## config.mk

```make
export PLATFORM = sky130hd
export DESIGN_NAME = echo_canceler_control_regs
export DESIGN_NICKNAME = d
export VERILOG_FILES = /design/src/core/ec_ctrl_pkg.sv /design/src/core/sync_sampler.sv /design/src/core/echo_canceler_control_regs.sv
export SDC_FILE = /design/constraint.sdc
export NUM_CORES = 1
export LEC_CHECK = 0
export BUFFER_PORTS_ARGS = -buffer_cell sky130_fd_sc_hd__buf_2
export CAP_MARGIN = 20
export CORE_MARGIN = 2
export CORE_UTILIZATION = 50
export DETAILED_ROUTE_END_ITERATION = 8
export GPL_TIMING_DRIVEN = 0
export PLACE_DENSITY_LB_ADDON = 0.12
export SLEW_MARGIN = 30
export SYNTH_ARGS = -nofsm -noshare
export SYNTH_HDL_FRONTEND = slang
export SYNTH_SLANG_ARGS = --single-unit
```

## constraint.sdc

```tcl
create_clock -name ref_clk_in -period 2.4 [get_ports ref_clk_in]
set_clock_uncertainty 0.1 [all_clocks]
set_input_delay 0.24 -clock ref_clk_in [delete_from_list [all_inputs] [get_ports ref_clk_in]]
set_output_delay 0.24 -clock ref_clk_in [all_outputs]
set_load 0.01 [all_outputs]
```

## src/core/ec_ctrl_pkg.sv

```systemverilog
package ec_ctrl_pkg;
  // Register indices on the plain byte port
  localparam logic [3:0] ADDR_LINE_SET = 4'h4;
  localparam logic [3:0] ADDR_ACOUSTIC_SET = 4'h5;
  localparam logic [3:0] ADDR_MEM_ADDR_HI = 4'h6;
  localparam logic [3:0] ADDR_MEM_ADDR_LO = 4'h7;
  localparam logic [3:0] ADDR_MEM_DATA_HI = 4'h8;
  localparam logic [3:0] ADDR_MEM_DATA_LO = 4'h9;
  localparam logic [3:0] ADDR_STATUS = 4'hB;
  localparam logic [7:0] REG_RESET = 8'h00;
  // Field positions
  localparam int BIT_BYPASS = 7;
  localparam int BIT_RESERVED = 6;
  localparam int BIT_COEF_FREEZE = 5;
  localparam int BIT_HOWL_OFF = 4;
  localparam int BIT_CENTER_CLIP = 3;
  localparam int BIT_NC_GAIN = 2;
  localparam int BIT_ATTEN = 1;
  localparam int BIT_GAINCTL_OFF = 0;
  localparam int BIT_WRITE_READY = 7;
  // Line register bits held here; others read as zero
  localparam logic [7:0] LINE_MASK = 8'h87;
  localparam logic [7:0] ACOUSTIC_MASK = 8'hBF;
  // Gains in dB per noise-canceler code step
  localparam logic [4:0] NC_STEP_DB = 5'h06;
  // Hold time, clock rate in MHz and hold time in clock cycles
  localparam int HOLD_US = 250;
  localparam int CLK_MHZ = 125;
  localparam int HOLD_CYCLES = HOLD_US * CLK_MHZ;
endpackage : ec_ctrl_pkg

```

## src/core/sync_sampler.sv

```systemverilog
`timescale 1ns/1ps
module sync_sampler #(
  parameter int WIDTH = 8
) (
  input wire logic ref_clk_in,
  input wire logic rst_in,
  input wire logic capture_in,
  input wire logic [WIDTH-1:0] d_in,
  output logic [WIDTH-1:0] q_out
);
  typedef struct packed {
    logic [WIDTH-1:0] q;
  } state_s;
  state_s st_ff;
  state_s nxt_st;
  always_comb begin
    nxt_st = st_ff;
    if (capture_in) begin
      nxt_st.q = d_in;
    end
  end
  always_ff @(posedge ref_clk_in) begin
    if (rst_in) begin
      st_ff <= '0;
    end else begin
      st_ff <= nxt_st;
    end
  end
  assign q_out = st_ff.q;
endmodule : sync_sampler

```

## src/core/echo_canceler_control_regs.sv

```systemverilog
`timescale 1ns/1ps
module echo_canceler_control_regs (
  input wire logic ref_clk_in,
  input wire logic rst_in,
  input wire logic [3:0] addr_in,
  input wire logic [7:0] wdata_in,
  input wire logic wr_in,
  input wire logic rd_in,
  output logic [7:0] rdata_out,
  input wire logic frame_sync_in,
  input wire logic initial_mode_in,
  input wire logic line_bypass_pin_in,
  input wire logic acoustic_bypass_pin_in,
  input wire logic nc_gain_sel_low_pin_in,
  input wire logic nc_gain_sel_high_pin_in,
  input wire logic line_atten_off_pin_in,
  input wire logic line_gainctl_off_pin_in,
  input wire logic acoustic_howl_off_pin_in,
  input wire logic acoustic_atten_pin_in,
  input wire logic acoustic_gainctl_off_pin_in,
  output logic [4:0] nc_post_gain_out,
  output logic [4:0] nc_input_loss_out,
  output logic line_bypass_out,
  output logic line_atten_en_out,
  output logic line_gain_ctl_en_out,
  output logic acoustic_bypass_out,
  output logic acoustic_coef_freeze_out,
  output logic acoustic_howl_en_out,
  output logic acoustic_center_clip_out,
  output logic acoustic_atten_en_out,
  output logic acoustic_atten_12db_out,
  output logic acoustic_gain_ctl_en_out,
  output logic [15:0] mem_addr_out,
  output logic [15:0] mem_data_out,
  output logic mem_write_ready_out
);
  typedef struct packed {
    logic [7:0] line_set;
    logic [7:0] acoustic_set;
    logic [7:0] addr_hi;
    logic [7:0] addr_lo;
    logic [7:0] data_hi;
    logic [7:0] data_lo;
    logic [7:0] rdata;
    logic sync_prev;
  } state_s;
  state_s st_ff;
  state_s nxt_st;
  logic sync_rise;
  logic [7:0] line_eff;
  logic [7:0] acoustic_eff;
  logic [7:0] line_smp;
  logic [7:0] acoustic_smp;
  logic [1:0] nc_code;
  logic [6:0] nc_db;
  logic line_normal;
  logic acoustic_normal;

  assign sync_rise = frame_sync_in & ~st_ff.sync_prev;

  always_comb begin
    nxt_st = st_ff;
    nxt_st.sync_prev = frame_sync_in;
    nxt_st.rdata = 8'h00;
    if (wr_in) begin
      case (addr_in)
        ec_ctrl_pkg::ADDR_LINE_SET: nxt_st.line_set = wdata_in & ec_ctrl_pkg::LINE_MASK;
        // Reserved bit kept at zero whatever the host writes
        ec_ctrl_pkg::ADDR_ACOUSTIC_SET: nxt_st.acoustic_set = wdata_in & ec_ctrl_pkg::ACOUSTIC_MASK;
        ec_ctrl_pkg::ADDR_MEM_ADDR_HI: nxt_st.addr_hi = wdata_in;
        ec_ctrl_pkg::ADDR_MEM_ADDR_LO: nxt_st.addr_lo = wdata_in;
        ec_ctrl_pkg::ADDR_MEM_DATA_HI: nxt_st.data_hi = wdata_in;
        ec_ctrl_pkg::ADDR_MEM_DATA_LO: nxt_st.data_lo = wdata_in;
        default: begin
        end
      endcase
    end
    if (rd_in) begin
      case (addr_in)
        ec_ctrl_pkg::ADDR_LINE_SET: nxt_st.rdata = st_ff.line_set;
        ec_ctrl_pkg::ADDR_ACOUSTIC_SET: nxt_st.rdata = st_ff.acoustic_set;
        ec_ctrl_pkg::ADDR_MEM_ADDR_HI: nxt_st.rdata = st_ff.addr_hi;
        ec_ctrl_pkg::ADDR_MEM_ADDR_LO: nxt_st.rdata = st_ff.addr_lo;
        ec_ctrl_pkg::ADDR_MEM_DATA_HI: nxt_st.rdata = st_ff.data_hi;
        ec_ctrl_pkg::ADDR_MEM_DATA_LO: nxt_st.rdata = st_ff.data_lo;
        ec_ctrl_pkg::ADDR_STATUS: nxt_st.rdata[ec_ctrl_pkg::BIT_WRITE_READY] = initial_mode_in;
        default: nxt_st.rdata = 8'h00;
      endcase
    end
  end

  always_ff @(posedge ref_clk_in) begin
    if (rst_in) begin
      st_ff <= '0;
    end else begin
      st_ff <= nxt_st;
    end
  end

  // Pins ORed ahead of sampling so pin and bit see the same frame edge
  always_comb begin
    line_eff = st_ff.line_set;
    line_eff[ec_ctrl_pkg::BIT_BYPASS] = st_ff.line_set[ec_ctrl_pkg::BIT_BYPASS] | line_bypass_pin_in;
    line_eff[ec_ctrl_pkg::BIT_NC_GAIN] = st_ff.line_set[ec_ctrl_pkg::BIT_NC_GAIN] | nc_gain_sel_low_pin_in;
    line_eff[ec_ctrl_pkg::BIT_ATTEN] = st_ff.line_set[ec_ctrl_pkg::BIT_ATTEN] | line_atten_off_pin_in;
    line_eff[ec_ctrl_pkg::BIT_GAINCTL_OFF] =
      st_ff.line_set[ec_ctrl_pkg::BIT_GAINCTL_OFF] | line_gainctl_off_pin_in;
    acoustic_eff = st_ff.acoustic_set;
    acoustic_eff[ec_ctrl_pkg::BIT_BYPASS] =
      st_ff.acoustic_set[ec_ctrl_pkg::BIT_BYPASS] | acoustic_bypass_pin_in;
    acoustic_eff[ec_ctrl_pkg::BIT_HOWL_OFF] =
      st_ff.acoustic_set[ec_ctrl_pkg::BIT_HOWL_OFF] | acoustic_howl_off_pin_in;
    acoustic_eff[ec_ctrl_pkg::BIT_NC_GAIN] =
      st_ff.acoustic_set[ec_ctrl_pkg::BIT_NC_GAIN] | nc_gain_sel_high_pin_in;
    acoustic_eff[ec_ctrl_pkg::BIT_ATTEN] = st_ff.acoustic_set[ec_ctrl_pkg::BIT_ATTEN] | acoustic_atten_pin_in;
    acoustic_eff[ec_ctrl_pkg::BIT_GAINCTL_OFF] =
      st_ff.acoustic_set[ec_ctrl_pkg::BIT_GAINCTL_OFF] | acoustic_gainctl_off_pin_in;
  end

  sync_sampler #(
    .WIDTH(8)
  ) u_line_smp (
    .ref_clk_in(ref_clk_in),
    .rst_in(rst_in),
    .capture_in(sync_rise),
    .d_in(line_eff),
    .q_out(line_smp)
  );

  sync_sampler #(
    .WIDTH(8)
  ) u_acoustic_smp (
    .ref_clk_in(ref_clk_in),
    .rst_in(rst_in),
    .capture_in(sync_rise),
    .d_in(acoustic_eff),
    .q_out(acoustic_smp)
  );

  always_comb begin
    nc_code = {acoustic_smp[ec_ctrl_pkg::BIT_NC_GAIN], line_smp[ec_ctrl_pkg::BIT_NC_GAIN]};
    nc_db = 7'(nc_code) * 7'(ec_ctrl_pkg::NC_STEP_DB);
    line_normal = ~line_smp[ec_ctrl_pkg::BIT_BYPASS];
    acoustic_normal = ~acoustic_smp[ec_ctrl_pkg::BIT_BYPASS];
  end

  // Loss is reported as a positive dB magnitude of attenuation
  assign nc_post_gain_out = nc_db[4:0];
  assign nc_input_loss_out = nc_db[4:0];
  assign line_bypass_out = line_smp[ec_ctrl_pkg::BIT_BYPASS];
  assign line_atten_en_out = line_normal & ~line_smp[ec_ctrl_pkg::BIT_ATTEN];
  assign line_gain_ctl_en_out = line_normal & ~line_smp[ec_ctrl_pkg::BIT_GAINCTL_OFF];
  assign acoustic_bypass_out = acoustic_smp[ec_ctrl_pkg::BIT_BYPASS];
  assign acoustic_coef_freeze_out = acoustic_normal & acoustic_smp[ec_ctrl_pkg::BIT_COEF_FREEZE];
  assign acoustic_howl_en_out = acoustic_normal & ~acoustic_smp[ec_ctrl_pkg::BIT_HOWL_OFF];
  assign acoustic_center_clip_out = acoustic_normal & acoustic_smp[ec_ctrl_pkg::BIT_CENTER_CLIP];
  assign acoustic_atten_en_out = acoustic_normal;
  assign acoustic_atten_12db_out = acoustic_smp[ec_ctrl_pkg::BIT_ATTEN];
  assign acoustic_gain_ctl_en_out = acoustic_normal & ~acoustic_smp[ec_ctrl_pkg::BIT_GAINCTL_OFF];
  // Memory bytes go straight out; the commit sequence lives elsewhere
  assign mem_addr_out = {st_ff.addr_hi, st_ff.addr_lo};
  assign mem_data_out = {st_ff.data_hi, st_ff.data_lo};
  assign mem_write_ready_out = initial_mode_in;
  assign rdata_out = st_ff.rdata;
endmodule : echo_canceler_control_regs

```

==> run metrics, run 1 <==
CTS Sinks=63; final max-slew violation count=0; Die ar.=6780 um^2; Slew @ Worst Pin=between 0.5 and 0.6 ns; Fin. Hold Viols=0; RSZ-0062 raised after global routing=no; via count=2465; drt wl/cell=approximately 14 um; Initial Utilization=51.9%; first-pass GRT wire length=11.2 mm; post-cts sizing count=0; most used cell, CP=inv_1; Fill cells=540; I/O Buffers=85; maximum fanout along the worst path=5; worst path arrival time=between 1 and 1.5 ns; Synth Cell Area=around 3000 um^2; PwrDens=575 nW/um^2; Final ANT Viol Nets=0; Max VDD drop=0.329 mV; startpoint types=flip-flop; global route hottest layer=met2; Crit path max-delay family=flip-flops; vias in the first global route=2278; Post-Syn Instances=about 330; setup ws final=roughly 0.70 ns; gr ovfl total=0; Post-CTS Setup Inserts=0; Iteration-0 DRC Markers=90; cell taking the most area after synthesis=dfxtp_1; initial antenna violation count=0; worst skew pair latency=between 0.3 and 0.4 ns; Final Setup Violations=0; gr usage total=between 20 and 25%; H-tree Lvls=3; crit path cell chain=inv_1 -> ha_1 -> inv_1 -> buf_4 -> buf_2; largest cells by area after synthesis=dfxtp_1 41%, mux2i_1 18%, buf_4 13%, nor2_1 8.8%, a211oi_1 2.2%; achievable frequency=a little under 600 MHz; met1 Usage GRT=a little under a third; cells on worst reg2reg path=4; max_cap viols=0; die height=slightly above 80 um; CTS tree=done; Setup Crit Path Kind=reg2out; Tmin final=around 1.7 ns; CTS Buf Count=9; Die X-Extent=82.4 um; Required @ worst endpoint=2.06 ns; pre-CTS setup slack=around 0.81 ns; endpoint class of the critical path=output pin; post-synthesis sequential area ratio=roughly 40%; Crit path largest cell delay=around 0.40 ns; drt drc=0; total wire length=7.05 mm; #FFs+latches synth=63; Final Cycle Share=a little over 70%; P&R area growth vs syn=23.0%; Clock transition at path regs=around 0.07 ns; clk root buf=clkbuf_8; fraction of layout cells with a size suffix above 1=about two fifths; Final Core Density=63.8%; hold-fix buffers at CTS=0; Leakage=roughly 1.8 nW; met2 usage=34.4%; largest net degree at the start of global routing=11; hold path depth=2; grt met3 use=~5%; routability cong.=between 0.8 and 0.9; Worst slew margin=roughly 62%; Power, Total=about 2.2 mW; outcome=finished, final reports clean; share of the synthesized area in the top cell type=approximately two fifths; core region area=between 5000 and 6000 um^2; Setup TNS Final=0 ns; Top-Level Pins=88; async set-reset flop share out of synthesis=0%; Top FF cell, synth=dfxtp_1; synthesized area per cell=between 9 and 10 um^2; number of diodes=0; HP Class=in2reg; drt pass-1 iters=4; Rows=28; sum of buffers and inverters on the critical path=4; vias per cell=roughly 4.9; # nets final=between 400 and 500; CTS Buffer Depth=2; Post-synth EDFFs=0; Synth cell types=40; Post-DP HPWL=about 5.2 mm; Crit. path cell count=5; synth warn=0; Slowest cell on crit path=dfxtp_1
==> Yosys cell counts (2+ instances only) <==
| cell | number |
|---|---|
| nand2_1 | 2 |
| nand2b_1 | 2 |
| mux2i_1 | 56 |
| nor2b_1 | 8 |
| nor2_1 | 72 |
| dfxtp_1 | 63 |
| and3_1 | 2 |
| a211oi_1 | 9 |
| a31oi_1 | 4 |
| nand3_2 | 2 |
| inv_1 | 4 |
| a32oi_1 | 3 |
| buf_4 | 52 |
| clkbuf_1 | 7 |
| buf_6 | 3 |
| buf_2 | 2 |
| o22a_1 | 3 |
| ha_1 | 2 |
| nand3_1 | 3 |
| a22o_1 | 3 |
| a21oi_1 | 3 |
| or2_1 | 2 |
==> per-stage QoR <==
step / instance area (um^2) / hold slack [ns] / std cells
after global routing: 3780 / 0.0732 / 501
after floorplan: 3070 / 0.268 / 326
final: 3780 / 0.0291 / 501
after CTS: 3780 / 0.0150 / 501
after detailed placement: 3590 / 0.371 / 486
after global placement: 3590 / 0.364 / 486
==> layer usage <==
layer	share of wire, %	vias up
met5	0	-
met4	1.2	0
met3	6.3	9
met2	45	88
met1	47	1122
li1	-	1246
==> cells by family after synthesis <==
| family | Yosys count | share of synthesized area (%) |
|---|---|---|
| other | 1 | 0.122 |
| buffers and inverters | 69 | 16.0 |
| flip-flops | 63 | 41.1 |
| multiplexers | 57 | 18.6 |
| AND/OR/NAND/NOR | 103 | 16.1 |
| adder cells (fa/ha/maj) | 2 | 0.815 |
| AO/OA/AOI/OAI | 30 | 7.34 |
==> area by class of cell <==
cell class	count	area (um^2)	share of cell area, %
multi-input combinational	194	1320	35.0
clock buffer	12	165	4.37
sequential	63	1260	33.4
timing repair buffer	85	425	11.3
buffer	65	475	12.6
tap	75	93.8	2.49
clock inverter	3	17.5	0.464
inverter	4	15.0	0.398
==> worst paths after layout <==
check | end | from | slack [ns]
max | nc_post_gain_out[2] | u_line_smp.q_out[2] | 0.70
max reg2reg | u_acoustic_smp.q_out[4] | st_ff[0] | 1.13
min reg2reg | u_acoustic_smp.q_out[5] | u_acoustic_smp.q_out[5] | 0.40
min | st_ff[0] | frame_sync_in | 0.03
==> state kept, by name, indices dropped and copies added (netlist names) <==
| register | count |
|---|---|
| mem_addr_out | 16 |
| mem_data_out | 16 |
| st_ff | 10 |
| rdata_out | 8 |
| u_acoustic_smp.q_out | 7 |
| u_line_smp.q_out | 4 |
| acoustic_eff | 2 |
==> cells in the final DEF (no fill, tap or decap), types with 2 or more instances in the layout <==
| cell type | n |
|---|---|
| a211oi_1 | 9 |
| a21oi_1 | 3 |
| a22o_1 | 3 |
| a31oi_1 | 4 |
| a32oi_1 | 3 |
| and3_1 | 2 |
| buf_2 | 87 |
| buf_4 | 52 |
| buf_6 | 3 |
| clkbuf_1 | 7 |
| clkbuf_8 | 12 |
| clkinv_2 | 2 |
| conb_1 | 2 |
| dfxtp_1 | 63 |
| ha_1 | 2 |
| inv_1 | 4 |
| mux2i_1 | 56 |
| nand2_1 | 2 |
| nand2b_1 | 2 |
| nand3_1 | 3 |
| nand3_2 | 2 |
| nor2_1 | 72 |
| nor2b_1 | 8 |
| o22a_1 | 3 |
| or2_1 | 2 |
==> power breakdown <==
part / leakage, nW / internal [mW] / switching (mW) / total, mW
Combinational: 1.23 / 0.108 / 0.131 / 0.239
Sequential: 0.511 / 1.07 / 0.0174 / 1.08
Clock: 0.0942 / 0.450 / 0.396 / 0.846
Total: 1.84 / 1.63 / 0.544 / 2.17
Power figures use the tool's default switching activity.
==> run 2: changes to the inputs <==
- CORE_UTILIZATION: 50 -> 47
- clock period: 2.4 -> 1.54 ns (I/O delays scaled with it)
==> run metrics, run 2 (synthesized netlist as in run 1, its figures left out) <==
outcome=finished, final reports clean; commonest non-fill, non-tap cells in the layout=86 x buf_2, 72 x nor2_1, 62 x dfxtp_1; Final ANT Viol Nets=0; Fin. Hold Viols=0; Initial Utilization=between 40% and 50%; P&R area growth vs syn=26.9%; HP Class=in2reg; Leakage=1.89 nW; I/O Buffers=85; Die X-Extent=around 85 um; Clock transition at path regs=approximately 0.07 ns; Setup TNS Final=0 ns; achievable frequency=a little under 700 MHz; setup ws final=approximately 0.069 ns; PwrDens=between 900 and 1000 nW/um^2; Crit path largest cell delay=between 0.3 and 0.4 ns; setup slack, reg-to-reg=~0.31 ns; Power, Total=roughly 3.7 mW; vias in the first global route=roughly 2300; core region area=around 6300 um^2; # nets final=~460; Final Setup Violations=0; Tmin final=roughly 1.5 ns; gr usage total=around a fifth; drt drc=0; CTS Buf Count=9; maximum fanout along the worst path=4; Max VDD drop=0.499 mV; Die ar.=~7200 um^2; vias per cell=4.81; Iteration-0 DRC Markers=70; most used cell, CP=buf_4; RSZ-0062 raised after global routing=no; CTS Buffer Depth=2; Final Cycle Share=about 96%; drt pass-1 iters=4; Worst Setup SP=u_line_smp.q_out[2]; crit path cell chain=buf_4 -> ha_2 -> buf_4 -> buf_2; Setup Crit Path Kind=reg2out; most common cell after layout, fill and taps aside=buf_2; worst r2r src=mem_data_out[7]; sum of buffers and inverters on the critical path=3; Slew @ Worst Pin=0.568 ns; CP Capture Point=nc_post_gain_out[4]; Post-DP HPWL=between 5 and 6 mm; CTS tree=done; worst path arrival time=between 1 and 1.5 ns; cells on worst reg2reg path=3; Top-Level Pins=88; reg2reg end=rdata_out[7]; die height=84.8 um; via count=roughly 2400; Crit path max-delay family=buffers and inverters; first-pass GRT wire length=between 10 and 15 mm; total wire length=around 7 mm; Crit. path cell count=4; worst skew pair latency=around 0.33 ns; clk root buf=clkbuf_8; Worst slew margin=between 60% and 70%; Rows=29; routability cong.=0.805; largest net degree at the start of global routing=11; Slowest cell on crit path=dfxtp_2; number of diodes=0; final max-slew violation count=0; max_cap viols=0; drt wl/cell=approximately 14 um; worst hold slack=around 0.012 ns; fraction of layout cells with a size suffix above 1=around two fifths; gr ovfl total=0; endpoint class of the critical path=output pin; startpoint types=flip-flop; CTS Sinks=63; H-tree Lvls=3; Required @ worst endpoint=between 1 and 1.5 ns; initial antenna violation count=0; pre-CTS setup slack=-0.00735 ns
==> run 2: changes by cell type in the layout (fill, tap and decap cells not counted), sizes merged <==
cell	previous run	this run
clkinv	2	1
clkinvlp	1	0
dlygate4sd3	0	4
bufinv	0	2
buf	143	144
==> run 2: metal layers <==
| layer | vias to the layer above | track usage (%) | routed length, um |
|---|---|---|---|
| met5 | - | 0 | 0 |
| met4 | 0 | 7.94 | 72 |
| met3 | 7 | 4.47 | 391 |
| met2 | 77 | 32.6 | 3170 |
| met1 | 1099 | 28.0 | 3550 |
| li1 | 1260 | - | - |
==> run 2: tightest hold or removal path, cell delays in order <==
cell      delay, ns
buf_2          0.10
nor2_1         0.07
a211oi_1       0.07
==> run 2: worst min-delay path by stage <==
stage	startpoint	end	slack, ns	cells past startpoint
6_report	acoustic_atten_pin_in	u_acoustic_smp.q_out[1]	0.01	3
4_1_cts	acoustic_atten_pin_in	u_acoustic_smp.q_out[1]	0.0008	3
3_5_place_dp	frame_sync_in	st_ff[0]	0.28	2
3_3_place_gp	frame_sync_in	st_ff[0]	0.28	2
2_1_floorplan	frame_sync_in	st_ff[0]	0.18	1
5_1_grt	acoustic_atten_pin_in	u_acoustic_smp.q_out[1]	0.02	3
==> run 2: area by class of cell <==
cell class	instances	area, um^2
fill	564	2450
multi-input combinational	194	1340
inverter	4	15.0
sequential	63	1260
tap	77	96.3
buffer	65	477
clock buffer	12	165
timing repair buffer	90	479
clock inverter	3	65.1
==> run 2: power breakdown <==
part / internal [mW] / leakage, nW / switching (mW)
Combinational: 0.185 / 1.26 / 0.211
Clock: 1.03 / 0.118 / 0.614
Sequential: 1.66 / 0.511 / 0.0268
Total: 2.88 / 1.89 / 0.852
==> run 2: repair_timing <==
| item | CTS | global route |
|---|---|---|
| hold endpoints to repair | 5 | 0 |
| buffers inserted | 1 | 0 |
| endpoints found under the setup margin | 1 | 3 |
| hold buffers | 4 | 0 |
| pin swaps | 0 | 1 |
| resized for setup | 1 | 7 |
==> run 2: per-stage QoR <==
stage / instance area, um^2 / utilization [%] / instances
floorplan: 3070 / - / 326
global placement: 3600 / 56.6 / 488
detailed placement: 3600 / 56.6 / 488
CTS: 3870 / 61.0 / 508
global route: 3900 / 61.4 / 508
finish: 3900 / 61.4 / 508
